`config.mk`:
```
export PLATFORM = sky130hd
export DESIGN_NAME = slmp_top
export DESIGN_NICKNAME = d
export VERILOG_FILES = /design/src/rtl/slmp_top.v /design/src/rtl/slmp_sync.v
export VERILOG_INCLUDE_DIRS = /design/src /design/src/shared
export SDC_FILE = /design/constraint.sdc
export NUM_CORES = 1
export LEC_CHECK = 0
export BUFFER_PORTS_ARGS = -buffer_cell sky130_fd_sc_hd__buf_2
export CORE_ASPECT_RATIO = 1.1
export CORE_MARGIN = 3
export CORE_UTILIZATION = 60
export CTS_BUF_LIST = sky130_fd_sc_hd__clkbuf_4 sky130_fd_sc_hd__clkbuf_8
export DETAILED_ROUTE_END_ITERATION = 6
export PLACE_DENSITY = 0.91
export SYNTH_ARGS = -nofsm -noshare
export SYNTH_HDL_FRONTEND = slang
export SYNTH_SLANG_ARGS = --single-unit
export TNS_END_PERCENT = 30
```
`constraint.sdc`:
```
create_clock -name clk -period 2.8 [get_ports clk]
set_input_delay 0.28 -clock clk [delete_from_list [all_inputs] [get_ports clk]]
set_output_delay 0.28 -clock clk [all_outputs]
set_load 0.02 [all_outputs]
```
`src/shared/slmp_defines.vh`:
```
// constants for the status led and management port block
`ifndef SLMP_DEFINES_VH
`define SLMP_DEFINES_VH
// ****************************************
// timing
// ****************************************
`define SLMP_CLK_PERIOD_NS 5
`define SLMP_BLINK_HALF_MS 500
`define SLMP_BLINK_HALF_CYC (`SLMP_BLINK_HALF_MS * 1000000 / `SLMP_CLK_PERIOD_NS)
`define SLMP_INIT_US 2
`define SLMP_INIT_CYC (`SLMP_INIT_US * 1000 / `SLMP_CLK_PERIOD_NS)
`define SLMP_STRETCH_MAX_US 100
// ****************************************
// two-wire slave
// ****************************************
`define SLMP_DEV_ADDR 7'h50
// ****************************************
// management byte map
// ****************************************
`define SLMP_OFS_IDENT 8'h00
`define SLMP_OFS_FLAG_TEMP 8'h09
`define SLMP_OFS_FLAG_VRT 8'h0a
`define SLMP_OFS_FLAG_VCC 8'h0b
`define SLMP_OFS_POWER 8'hc8
`define SLMP_POWER_CLASS_MSB 7
`define SLMP_POWER_CLASS_LSB 5
`define SLMP_POWER_RESET 3'h0
`define SLMP_POWER_LOW 4'h0
`endif

```
`src/rtl/slmp_top.v`:
```
// status led, interrupt and two-wire management slave of the loopback module
// Notes on behaviour
// - no flag set: solid green in low power, solid red in high power
// - any flag set: blink green in low power, blink red in high power
// - low power when byte 200 bits 7:4 are zero or request pin high
// - slave works for any bus clock up to 400 kHz after init completes
// - clock line is never held low for 100 us or longer
// - reading management byte 0 returns the module type identifier
// - each transmit lane returns on the receive lane of the same index
// - request pin high forces low power, low applies programmed setting
// - interrupt output low while any latched flag set, high once all read
// - no response or acknowledge while module select input is high
`timescale 1ns/1ps
`include "slmp_defines.vh"
module slmp_top #(
  parameter [7:0] IDENT_CODE = 8'h5a, // arbitrary value
  parameter [3:0] MAX_POWER_ID = 4'h2,
  parameter BLINK_HALF_CYCLES = `SLMP_BLINK_HALF_CYC
) (
  input wire clk,
  input wire srst,
  input wire sclIn,
  output wire sclOut,
  output wire sclOe,
  input wire sdaIn,
  output wire sdaOut,
  output reg sdaOe,
  input wire moduleSelectN,
  input wire lowPowerRequestPin,
  input wire [7:0] txLane,
  output wire [7:0] rxLane,
  input wire [7:0] flagEventTemp,
  input wire [7:0] flagEventVrt,
  input wire [7:0] flagEventVcc,
  output reg interruptOutN,
  output wire modulePresentN,
  output reg ledGreen,
  output reg ledRed,
  output reg lowPowerMode
);
  // ****************************************
  // pins and synchronisers
  // ****************************************
  // the init count does not fit in a byte, so the counter is nine bits wide
  localparam integer INIT_CYC_FULL = `SLMP_INIT_CYC;
  localparam [8:0] INIT_CYC = INIT_CYC_FULL[8:0];
  wire [3:0] pinSync;
  wire scl;
  wire sda;
  wire selN;
  wire lpPin;
  reg scl_reg;
  reg sda_reg;

  slmp_sync #(.W(4), .INIT(4'b1110)) uSync (
    .clk(clk),
    .srst(srst),
    .d({sclIn, sdaIn, moduleSelectN, lowPowerRequestPin}),
    .q(pinSync)
  );
  assign scl = pinSync[3];
  assign sda = pinSync[2];
  assign selN = pinSync[1];
  assign lpPin = pinSync[0];

  // the slave never stretches, so the clock line is only ever released
  assign sclOut = 1'b0;
  assign sclOe = 1'b0;
  assign sdaOut = 1'b0;
  assign modulePresentN = 1'b0;
  // passive copper: lanes are wired straight through, no logic in the path
  assign rxLane = txLane;

  wire sclRise = scl & ~scl_reg;
  wire sclFall = ~scl & scl_reg;
  wire startCond = scl & scl_reg & sda_reg & ~sda;
  wire stopCond = scl & scl_reg & ~sda_reg & sda;

  // ****************************************
  // management init
  // ****************************************
  reg [8:0] initCnt_reg;
  reg initDone_reg;
  always @(posedge clk) begin
    if (srst) begin
      initCnt_reg <= 9'h000;
      initDone_reg <= 1'b0;
    end else if (!initDone_reg) begin
      initCnt_reg <= initCnt_reg + 9'h001;
      if (initCnt_reg == INIT_CYC - 9'h001) initDone_reg <= 1'b1;
    end
  end

  // ****************************************
  // byte map
  // ****************************************
  reg [2:0] powerClass_reg;
  reg [7:0] flagTemp_reg;
  reg [7:0] flagVrt_reg;
  reg [7:0] flagVcc_reg;
  reg [7:0] ptr_reg;
  reg [7:0] rdData;
  wire [7:0] powerByte = {powerClass_reg, 1'b0, MAX_POWER_ID};

  always @* begin
    case (ptr_reg)
      `SLMP_OFS_IDENT: rdData = IDENT_CODE;
      `SLMP_OFS_FLAG_TEMP: rdData = flagTemp_reg;
      `SLMP_OFS_FLAG_VRT: rdData = flagVrt_reg;
      `SLMP_OFS_FLAG_VCC: rdData = flagVcc_reg;
      `SLMP_OFS_POWER: rdData = powerByte;
      default: rdData = 8'h00;
    endcase
  end

  // ****************************************
  // two-wire slave
  // ****************************************
  localparam [2:0] ST_IDLE = 3'd0;
  localparam [2:0] ST_ADDR = 3'd1;
  localparam [2:0] ST_ACKA = 3'd2;
  localparam [2:0] ST_WRB = 3'd3;
  localparam [2:0] ST_ACKW = 3'd4;
  localparam [2:0] ST_RDB = 3'd5;
  localparam [2:0] ST_ACKR = 3'd6;
  localparam [2:0] ST_RDLD = 3'd7;

  reg [2:0] state_reg;
  reg [3:0] bitCnt_reg;
  reg [7:0] shift_reg;
  reg rw_reg;
  reg firstByte_reg;
  reg rdClear;
  reg wrPower;

  always @(posedge clk) begin
    if (srst) begin
      scl_reg <= 1'b1;
      sda_reg <= 1'b1;
      state_reg <= ST_IDLE;
      bitCnt_reg <= 4'h0;
      shift_reg <= 8'h00;
      rw_reg <= 1'b0;
      firstByte_reg <= 1'b0;
      ptr_reg <= 8'h00;
      sdaOe <= 1'b0;
      rdClear <= 1'b0;
      wrPower <= 1'b0;
    end else begin
      scl_reg <= scl;
      sda_reg <= sda;
      rdClear <= 1'b0;
      wrPower <= 1'b0;
      if (selN || !initDone_reg) begin
        // deselected or still initialising: stay silent on the bus
        state_reg <= ST_IDLE;
        sdaOe <= 1'b0;
      end else if (stopCond) begin
        state_reg <= ST_IDLE;
        sdaOe <= 1'b0;
      end else if (startCond) begin
        state_reg <= ST_ADDR;
        bitCnt_reg <= 4'h0;
        sdaOe <= 1'b0;
      end else begin
        case (state_reg)
          ST_ADDR, ST_WRB: begin
            if (sclRise && bitCnt_reg != 4'h8) begin
              shift_reg <= {shift_reg[6:0], sda};
              bitCnt_reg <= bitCnt_reg + 4'h1;
            end else if (sclFall && bitCnt_reg == 4'h8) begin
              bitCnt_reg <= 4'h0;
              if (state_reg == ST_ADDR) begin
                if (shift_reg[7:1] == `SLMP_DEV_ADDR) begin
                  sdaOe <= 1'b1;
                  rw_reg <= shift_reg[0];
                  firstByte_reg <= 1'b1;
                  state_reg <= ST_ACKA;
                end else begin
                  state_reg <= ST_IDLE;
                end
              end else begin
                sdaOe <= 1'b1;
                state_reg <= ST_ACKW;
                firstByte_reg <= 1'b0;
                if (firstByte_reg) begin
                  ptr_reg <= shift_reg;
                end else begin
                  wrPower <= (ptr_reg == `SLMP_OFS_POWER);
                  ptr_reg <= ptr_reg + 8'h01;
                end
              end
            end
          end
          ST_ACKA: begin
            if (sclFall) begin
              bitCnt_reg <= 4'h0;
              if (rw_reg) begin
                shift_reg <= rdData;
                sdaOe <= ~rdData[7];
                rdClear <= 1'b1;
                state_reg <= ST_RDB;
              end else begin
                sdaOe <= 1'b0;
                state_reg <= ST_WRB;
              end
            end
          end
          ST_ACKW: begin
            if (sclFall) begin
              sdaOe <= 1'b0;
              state_reg <= ST_WRB;
            end
          end
          ST_RDB: begin
            if (sclFall) begin
              if (bitCnt_reg == 4'h7) begin
                sdaOe <= 1'b0;
                ptr_reg <= ptr_reg + 8'h01;
                state_reg <= ST_ACKR;
              end else begin
                bitCnt_reg <= bitCnt_reg + 4'h1;
                shift_reg <= {shift_reg[6:0], 1'b0};
                sdaOe <= ~shift_reg[6];
              end
            end
          end
          ST_ACKR: begin
            if (sclRise) state_reg <= sda ? ST_IDLE : ST_RDLD;
          end
          ST_RDLD: begin
            if (sclFall) begin
              bitCnt_reg <= 4'h0;
              shift_reg <= rdData;
              sdaOe <= ~rdData[7];
              rdClear <= 1'b1;
              state_reg <= ST_RDB;
            end
          end
          default: begin
            sdaOe <= 1'b0;
            state_reg <= ST_IDLE;
          end
        endcase
      end
    end
  end

  // ****************************************
  // power setting and latched flags
  // ****************************************
  // a flag is cleared by the read that returned it; a new event in the
  // same cycle survives; temp and vcc latch only event bits 3:0, vrt all eight
  wire clrTemp = rdClear && ptr_reg == `SLMP_OFS_FLAG_TEMP;
  wire clrVrt = rdClear && ptr_reg == `SLMP_OFS_FLAG_VRT;
  wire clrVcc = rdClear && ptr_reg == `SLMP_OFS_FLAG_VCC;

  always @(posedge clk) begin
    if (srst) begin
      powerClass_reg <= `SLMP_POWER_RESET;
      flagTemp_reg <= 8'h00;
      flagVrt_reg <= 8'h00;
      flagVcc_reg <= 8'h00;
    end else begin
      if (wrPower)
        powerClass_reg <= shift_reg[`SLMP_POWER_CLASS_MSB:`SLMP_POWER_CLASS_LSB];
      flagTemp_reg <= (clrTemp ? 8'h00 : flagTemp_reg) | {4'h0, flagEventTemp[3:0]};
      flagVrt_reg <= (clrVrt ? 8'h00 : flagVrt_reg) | flagEventVrt;
      flagVcc_reg <= (clrVcc ? 8'h00 : flagVcc_reg) | {4'h0, flagEventVcc[3:0]};
    end
  end

  wire anyFlag = |{flagTemp_reg, flagVrt_reg, flagVcc_reg};
  // bit 4 of the power byte always reads zero, so bits 7:5 decide
  wire lowPowerNext = (powerByte[7:4] == `SLMP_POWER_LOW) || lpPin;

  // ****************************************
  // blink divider and led
  // ****************************************
  reg [26:0] blinkCnt_reg;
  reg blinkPhase_reg;
  always @(posedge clk) begin
    if (srst) begin
      blinkCnt_reg <= 27'h0;
      blinkPhase_reg <= 1'b0;
    end else if (blinkCnt_reg == BLINK_HALF_CYCLES[26:0] - 27'h1) begin
      blinkCnt_reg <= 27'h0;
      blinkPhase_reg <= ~blinkPhase_reg;
    end else begin
      blinkCnt_reg <= blinkCnt_reg + 27'h1;
    end
  end

  always @(posedge clk) begin
    if (srst) begin
      lowPowerMode <= 1'b1;
      interruptOutN <= 1'b1;
      ledGreen <= 1'b0;
      ledRed <= 1'b0;
    end else begin
      lowPowerMode <= lowPowerNext;
      interruptOutN <= ~anyFlag;
      // solid when no flag, gated by blink phase when any flag is set
      ledGreen <= lowPowerNext && (!anyFlag || blinkPhase_reg);
      ledRed <= !lowPowerNext && (!anyFlag || blinkPhase_reg);
    end
  end
endmodule

```
`src/rtl/slmp_sync.v`:
```
// two-flip-flop synchroniser for signals from outside the clock domain
`timescale 1ns/1ps
module slmp_sync #(
  parameter W = 1,
  parameter [W-1:0] INIT = {W{1'b1}}
) (
  input wire clk,
  input wire srst,
  input wire [W-1:0] d,
  output reg [W-1:0] q
);
  reg [W-1:0] meta_reg;

  // first stage feeds only the second stage
  always @(posedge clk) begin
    if (srst) begin
      meta_reg <= INIT;
      q <= INIT;
    end else begin
      meta_reg <= d;
      q <= meta_reg;
    end
  end
endmodule

```
Yosys cells after proc, flatten, opt, wreduce, memory -nomap -nowiden
Index checks and enable logic that the tools add are counted.
W data, S select, Z words.
{"block": "totals", "reg_bits": 107, "input_bits": 38, "n_memories": 0, "ramBits": 0, "elab_cells": 187, "rom_bits": 0, "latch_bits": 0}
{"block": "op_classes", "mul": 0, "shifts": 0, "n_eq_ne": 42, "muxes": 57, "n_addsub": 4, "n_lt_le_gt_ge": 0, "n_reduce_logical": 33, "div": 0, "bitwise_logic": 25}
{"op": "$mux W8", "n": 15}
{"op": "$pmux W8 S5", "n": 1}
{"op": "$mux W3", "n": 11}
{"op": "$pmux W8 S4", "n": 1}
{"op": "$reduce_and A8 Y1", "n": 4}
{"op": "$ne A3 B3 Y1 const B", "n": 10}
{"op": "$add A27 B1 Y27 const B", "n": 1}
{"op": "$eq A27 B27 Y1 const B", "n": 1}
{"op": "$eq A8 B4 Y1 const B", "n": 3}
{"op": "$mux W4", "n": 6}
{"op": "$ne A2 B2 Y1 const B", "n": 12}
{"op": "$reduce_or A24 Y1", "n": 1}
{"op": "$pmux W3 S6", "n": 1}
{"op": "$mux W1", "n": 17}
{"op": "$or A8 B4 Y8", "n": 2}
{"op": "$pmux W8 S2", "n": 1}
{"op": "$not A1 Y1", "n": 15}
{"op": "$reduce_and A7 Y1", "n": 2}
{"op": "$eq A3 B3 Y1 const B", "n": 4}
{"op": "$pmux W4 S3", "n": 1}
{"op": "$reduce_and A10 Y1", "n": 1}
{"op": "$add A9 B1 Y9 const B", "n": 1}
{"op": "$eq A9 B9 Y1 const B", "n": 1}
{"op": "$reduce_and A9 Y1", "n": 1}
{"op": "other kinds (27)", "n": 48}

Longest topological paths before layout
{"block": "logic_depth", "depth_word": 7, "mapped_depth": 9, "depth_no_buf": 8}

Cells and area by module
A second synthesis with hierarchy kept.
{"block": "hier_totals", "cells_unflattened": 581, "hier_area_um2": 4869.7}
{"module": "slmp_top", "cells_each": 565, "n_inst": 1, "area_each_um2": 4659.5, "seq_area_each_um2": 1821.7}
{"module": "slmp_sync", "cells_each": 16, "n_inst": 1, "area_each_um2": 210.2, "seq_area_each_um2": 160.2}

Worst setup path before layout
No wires, ideal clock.
{"block": "synth_path", "path_type": "flip-flop to flip-flop", "start": "register ptr_reg[0]", "end": "register shift_reg[2]", "synth_period_minus_slack_ns": 1.977, "path_stages_with_launch": 9, "setup_slack_ns": 0.823, "t_arrival_ns": 1.845, "setup_time_ns": 0.132, "n_path_buf": 1, "path_cell_list": "dfxtp_1 inv_1 ha_1 clkbuf_1 o311ai_0 a21o_1 nor3b_2 a211oi_1 nor3_1"}
{"block": "synth_via", "elab_chain_cells": 5}
{"item": "from (decl)", "line_no": "slmp_top.v:101", "text": "reg [7:0] ptr_reg;"}
{"item": "from (signal assigned)", "line_no": "slmp_top.v:187", "text": "ptr_reg <= shift_reg;"}
{"item": "from (signal assigned)", "line_no": "slmp_top.v:190", "text": "ptr_reg <= ptr_reg + 8'h01;"}
{"item": "from (signal assigned)", "line_no": "slmp_top.v:219", "text": "ptr_reg <= ptr_reg + 8'h01;"}
{"item": "$eq A8 B8 Y1 (tied with other cells)", "line_no": "slmp_top.v:106", "text": "case (ptr_reg)"}
{"item": "$pmux W8 S5 (*)", "line_no": "slmp_top.v:106"}
{"item": "$mux W8", "line_no": "slmp_top.v:198", "text": "if (rw_reg) begin"}
{"item": "$mux W8", "line_no": "slmp_top.v:196", "text": "if (sclFall) begin"}
{"item": "$pmux W8 S4 (*)", "line_no": "slmp_top.v:166", "text": "case (state_reg)"}
{"item": "to (signal assigned)", "line_no": "slmp_top.v:169", "text": "shift_reg <= {shift_reg[6:0], sda};"}
{"item": "to (signal assigned)", "line_no": "slmp_top.v:199", "text": "shift_reg <= rdData;"}
{"item": "to (signal assigned)", "line_no": "slmp_top.v:223", "text": "shift_reg <= {shift_reg[6:0], 1'b0};"}
{"item": "to (decl)", "line_no": "slmp_top.v:130", "text": "reg [7:0] shift_reg;"}
Mark *: on every way between the ends. The rest lies on a longest branch, timed or not. The select of a mux whose other input is x is not followed.
A chain may end at the register's enable or synchronous reset.

Worst setup path in the final report
{"block": "layout_path", "start": "register state_reg[2]", "end": "register ptr_reg[2]"}
{"block": "layout_via", "elab_chain_cells": 4}
{"item": "from (decl)", "line_no": "slmp_top.v:128", "text": "reg [2:0] state_reg;"}
{"item": "from (signal assigned)", "line_no": "slmp_top.v:229", "text": "if (sclRise) state_reg <= sda ? ST_IDLE : ST_RDLD;"}
{"item": "$eq A3 B1 Y1 or $eq A3 B2 Y1 (tied branches)", "line_no": "slmp_top.v:166, slmp_top.v:173"}
{"item": "$reduce_or A2 Y1", "line_no": "slmp_top.v:166"}
{"item": "$ne A2 B2 Y1 (no source line) or $reduce_bool A2 Y1 (tied branches)"}
{"item": "$reduce_and A9 Y1 (no source line)"}
Parallel ways exist; a longest one is shown, timed or not.

==> impl_metrics.env <==
export IMPL_netlist_instances=558
export IMPL_crit_path_end_kind="flip-flop"
export IMPL_fin_crit_sh_pct=80.9
export IMPL_power_share_clock_pct=36.4
export IMPL_synth_cell_types=74
export IMPL_intPower_w=0.00182
export IMPL_num_rows=33
export IMPL_synth_warnings=0
export IMPL_synthFlopType="dfxtp_1"
export IMPL_die_w_microns=91.2
export IMPL_drt_wirelength_per_cell_microns=15.4
export IMPL_clock_path_buffers=2
export IMPL_start_util_pct=63.1
export IMPL_cts_made_buffers=9
export IMPL_r2r_setup_slack_ps=530
export IMPL_grt_max_degree=44
export IMPL_power_frac_seq_pct=59.7
export IMPL_synth_commonest_cells="dfxtp_1 (99), nor2_1 (91), a21oi_1 (40), nand2_1 (34), nand3_1 (34)"
export IMPL_leakagePower_nw=1.84
export IMPL_layout_nets=612
export IMPL_postCtsHoldBufs=0
export IMPL_yosys_register_bits=99
export IMPL_syn_to_final_growth_pct=5.54
export IMPL_vias_per_cell=6.15
export IMPL_rr_worst_depth=6
export IMPL_worstHoldEndpoint="uSync.meta_reg[2]$_SDFF_PP1_"
export IMPL_drc=0
export IMPL_clk_pin_slew_ps=110
export IMPL_place_congestion=0.952
export IMPL_switching_share_pct=25.7
export IMPL_drtIter0Drc=480
export IMPL_vias=4160
export IMPL_drive_gt1_share_pct=13.0
export IMPL_min_period_ps=2270
export IMPL_seq_area_frac_synth_pct=41.4
export IMPL_postCtsSetupRepairBufs=0
export IMPL_hold_depth=2
export IMPL_status="finished, final reports clean"
export IMPL_yosys_top_cells_area="dfxtp_1 (41%), nor2_1 (7.1%), xor2_1 (4.2%), a21oi_1 (4.2%), nand3_1 (3.6%)"
export IMPL_largest_reg_flops=27
export IMPL_grt_setup_unrepaired="false"
export IMPL_yosysMostFrequentCell="dfxtp_1"
export IMPL_worstPathArrival_ps=2510
export IMPL_track_usage_pct=23.1
export IMPL_grt_pass1_vias=3930
export IMPL_min_path_type="input pin to flip-flop"
export IMPL_insertedDiodeCount=0
export IMPL_dpl_cell_area_sq_mm=0.00486
export IMPL_synth_edf_count=0
export IMPL_min_from="sdaIn"
export IMPL_setup_violations=0
export IMPL_die_area_sq_mm=0.00909
export IMPL_grt_pass1_wl_mm=17.4
export IMPL_syn_area_sq_mm=0.00479
export IMPL_root_buffer="clkbuf_8"
export IMPL_yosysTopAreaCell="dfxtp_1"
export IMPL_crit_type="flip-flop to flip-flop"
export IMPL_dp_hpwl_mm=7.25
export IMPL_detail_route_antenna_nets=0
export IMPL_path_max_fanout=19
export IMPL_synth_top_cell_area_share_pct=41.4
export IMPL_switchingPower_w=0.000631
export IMPL_io_pins=55
export IMPL_portBuffers=26
export IMPL_cp_required_ps=3040
export IMPL_firstDrtPassIters=5
export IMPL_slew_viol_final=0
export IMPL_peakVddDrop_uv=306
export IMPL_setup_tns_ps=0
export IMPL_overflow=0
export IMPL_fin_skew_ps=12.2
export IMPL_p_per_area_mw_per_mm2=486
export IMPL_cts_tree="yes"
export IMPL_tightest_slew_ps=759
export IMPL_relSlewSlack_pct=49.4
export IMPL_cts_sinks=99
export IMPL_hold_violations=0
export IMPL_core_area_sq_mm=0.00760
export IMPL_maxCapViolCount=0
export IMPL_cts_resized=0
export IMPL_routed_wl_mm=10.4
export IMPL_antenna_found_initial=0
export IMPL_fmax_mhz=441
export IMPL_clock_latency_ps=370
export IMPL_r2r_end="ptr_reg[2]$_SDFFE_PP0P_"
export IMPL_htree_levels=3
export IMPL_r2r_start="state_reg[2]$_SDFFE_PP0P_"
export IMPL_ys_async_sr_fraction_pct=0
export IMPL_stdcell_area_sq_mm=0.00506
export IMPL_die_h_microns=99.7
export IMPL_critPathLaunchType="flip-flop"
export IMPL_syn_avg_cell_area_sq_um=8.59
export IMPL_pwr_share_comb_pct=4.0
[stage by stage]
step | hold WS [ps] | instances | setup WS [ps] | total power [W] | util (%)
after floorplan | 384 | 561 | 823 | 0.00158 | -
after global placement | 400 | 660 | 679 | 0.00159 | 64.0
after detailed placement | 393 | 660 | 577 | 0.00159 | 64.0
after CTS | 83.6 | 676 | 554 | 0.00246 | 66.6
after global routing | 93.1 | 676 | 331 | 0.00253 | 66.6
final | 88.2 | 676 | 534 | 0.00246 | 66.6
[cells by family after synthesis]
kind of cell	synth area share, %
mux	1.25
fa+ha+maj	2.30
compound gates	13.9
simple gates	29.0
buf+inv	5.48
flops	41.4
xor+xnor	6.58
other cells	0.0783
[metal layers]
metal / track usage [%] / vias to the layer above / part of all wire [%]
li1: - / 1972 / -
met1: 27.3 / 1954 / 41
met3: 4.39 / 37 / 6.4
met2: 40.5 / 197 / 50
met5: 0 / - / 0
met4: 10.6 / 0 / 2.7
[cell usage in the layout, fill, tap and decap left out, types with 3 or more instances in the layout]
cell type,synthesis,final
a222oi_1,4,4
o31ai_1,4,4
a31oi_1,3,3
and4_1,5,5
conb_1,1,4
nand2_1,34,34
nor4_1,7,7
buf_2,3,26
mux2i_1,6,6
and2_1,7,7
and3_1,4,4
nand2b_1,7,7
o21ai_2,3,3
nand4b_1,3,3
clkbuf_8,0,9
or2_2,9,9
a21oi_1,40,40
a211oi_1,11,11
nor2_1,91,91
xnor2_1,13,13
nand3_1,34,34
inv_1,11,11
o21ai_0,10,10
nor2b_1,6,6
nor3_2,4,4
ha_1,8,8
xor2_1,23,23
nand3b_1,5,5
dfxtp_1,99,99
nor3_1,13,13
nand4_1,9,9
[worst max-delay path by stage]
stage	start	to	slack, ps	cells after the start
floorplan	ptr_reg[0]$_SDFFE_PP0P_	shift_reg[2]$_SDFFE_PP0P_	820	8
global placement	state_reg[2]$_SDFFE_PP0P_	ptr_reg[2]$_SDFFE_PP0P_	680	6
detailed placement	state_reg[2]$_SDFFE_PP0P_	ptr_reg[2]$_SDFFE_PP0P_	580	6
CTS	ptr_reg[0]$_SDFFE_PP0P_	shift_reg[1]$_SDFFE_PP0P_	550	7
global route	state_reg[2]$_SDFFE_PP0P_	ptr_reg[2]$_SDFFE_PP0P_	330	6
finish	state_reg[2]$_SDFFE_PP0P_	ptr_reg[2]$_SDFFE_PP0P_	530	6
[worst max-delay path, stage by stage, from the launching register on]
cell and delay, ps:
dfxtp_1 780, nor4bb_1 310, a31oi_1 110, nor3_2 520, o21ai_0 200, a21oi_1 180, nor2_1 50
[area by class of cell]
cell class / instances / area (sq um)
clock inverters: 7 / 71.3
inverters: 12 / 45.0
repair buffers: 28 / 145
clock buffers: 9 / 124
flip-flops and latches: 99 / 1980
well taps: 105 / 131
fillers: 614 / 2540
multi-input cells: 416 / 2560
[power groups by stage]
stage	clock network, W	registers [W]	logic (W)
CTS	0.000901	0.00146	0.0000978
finish	0.000893	0.00146	0.0000976
global placement	0	0.00149	0.0000914
detailed placement	0	0.00150	0.0000973
floorplan	0	0.00149	0.0000903
global route	0.000949	0.00147	0.000110
(Power assumes the default switching activity.)
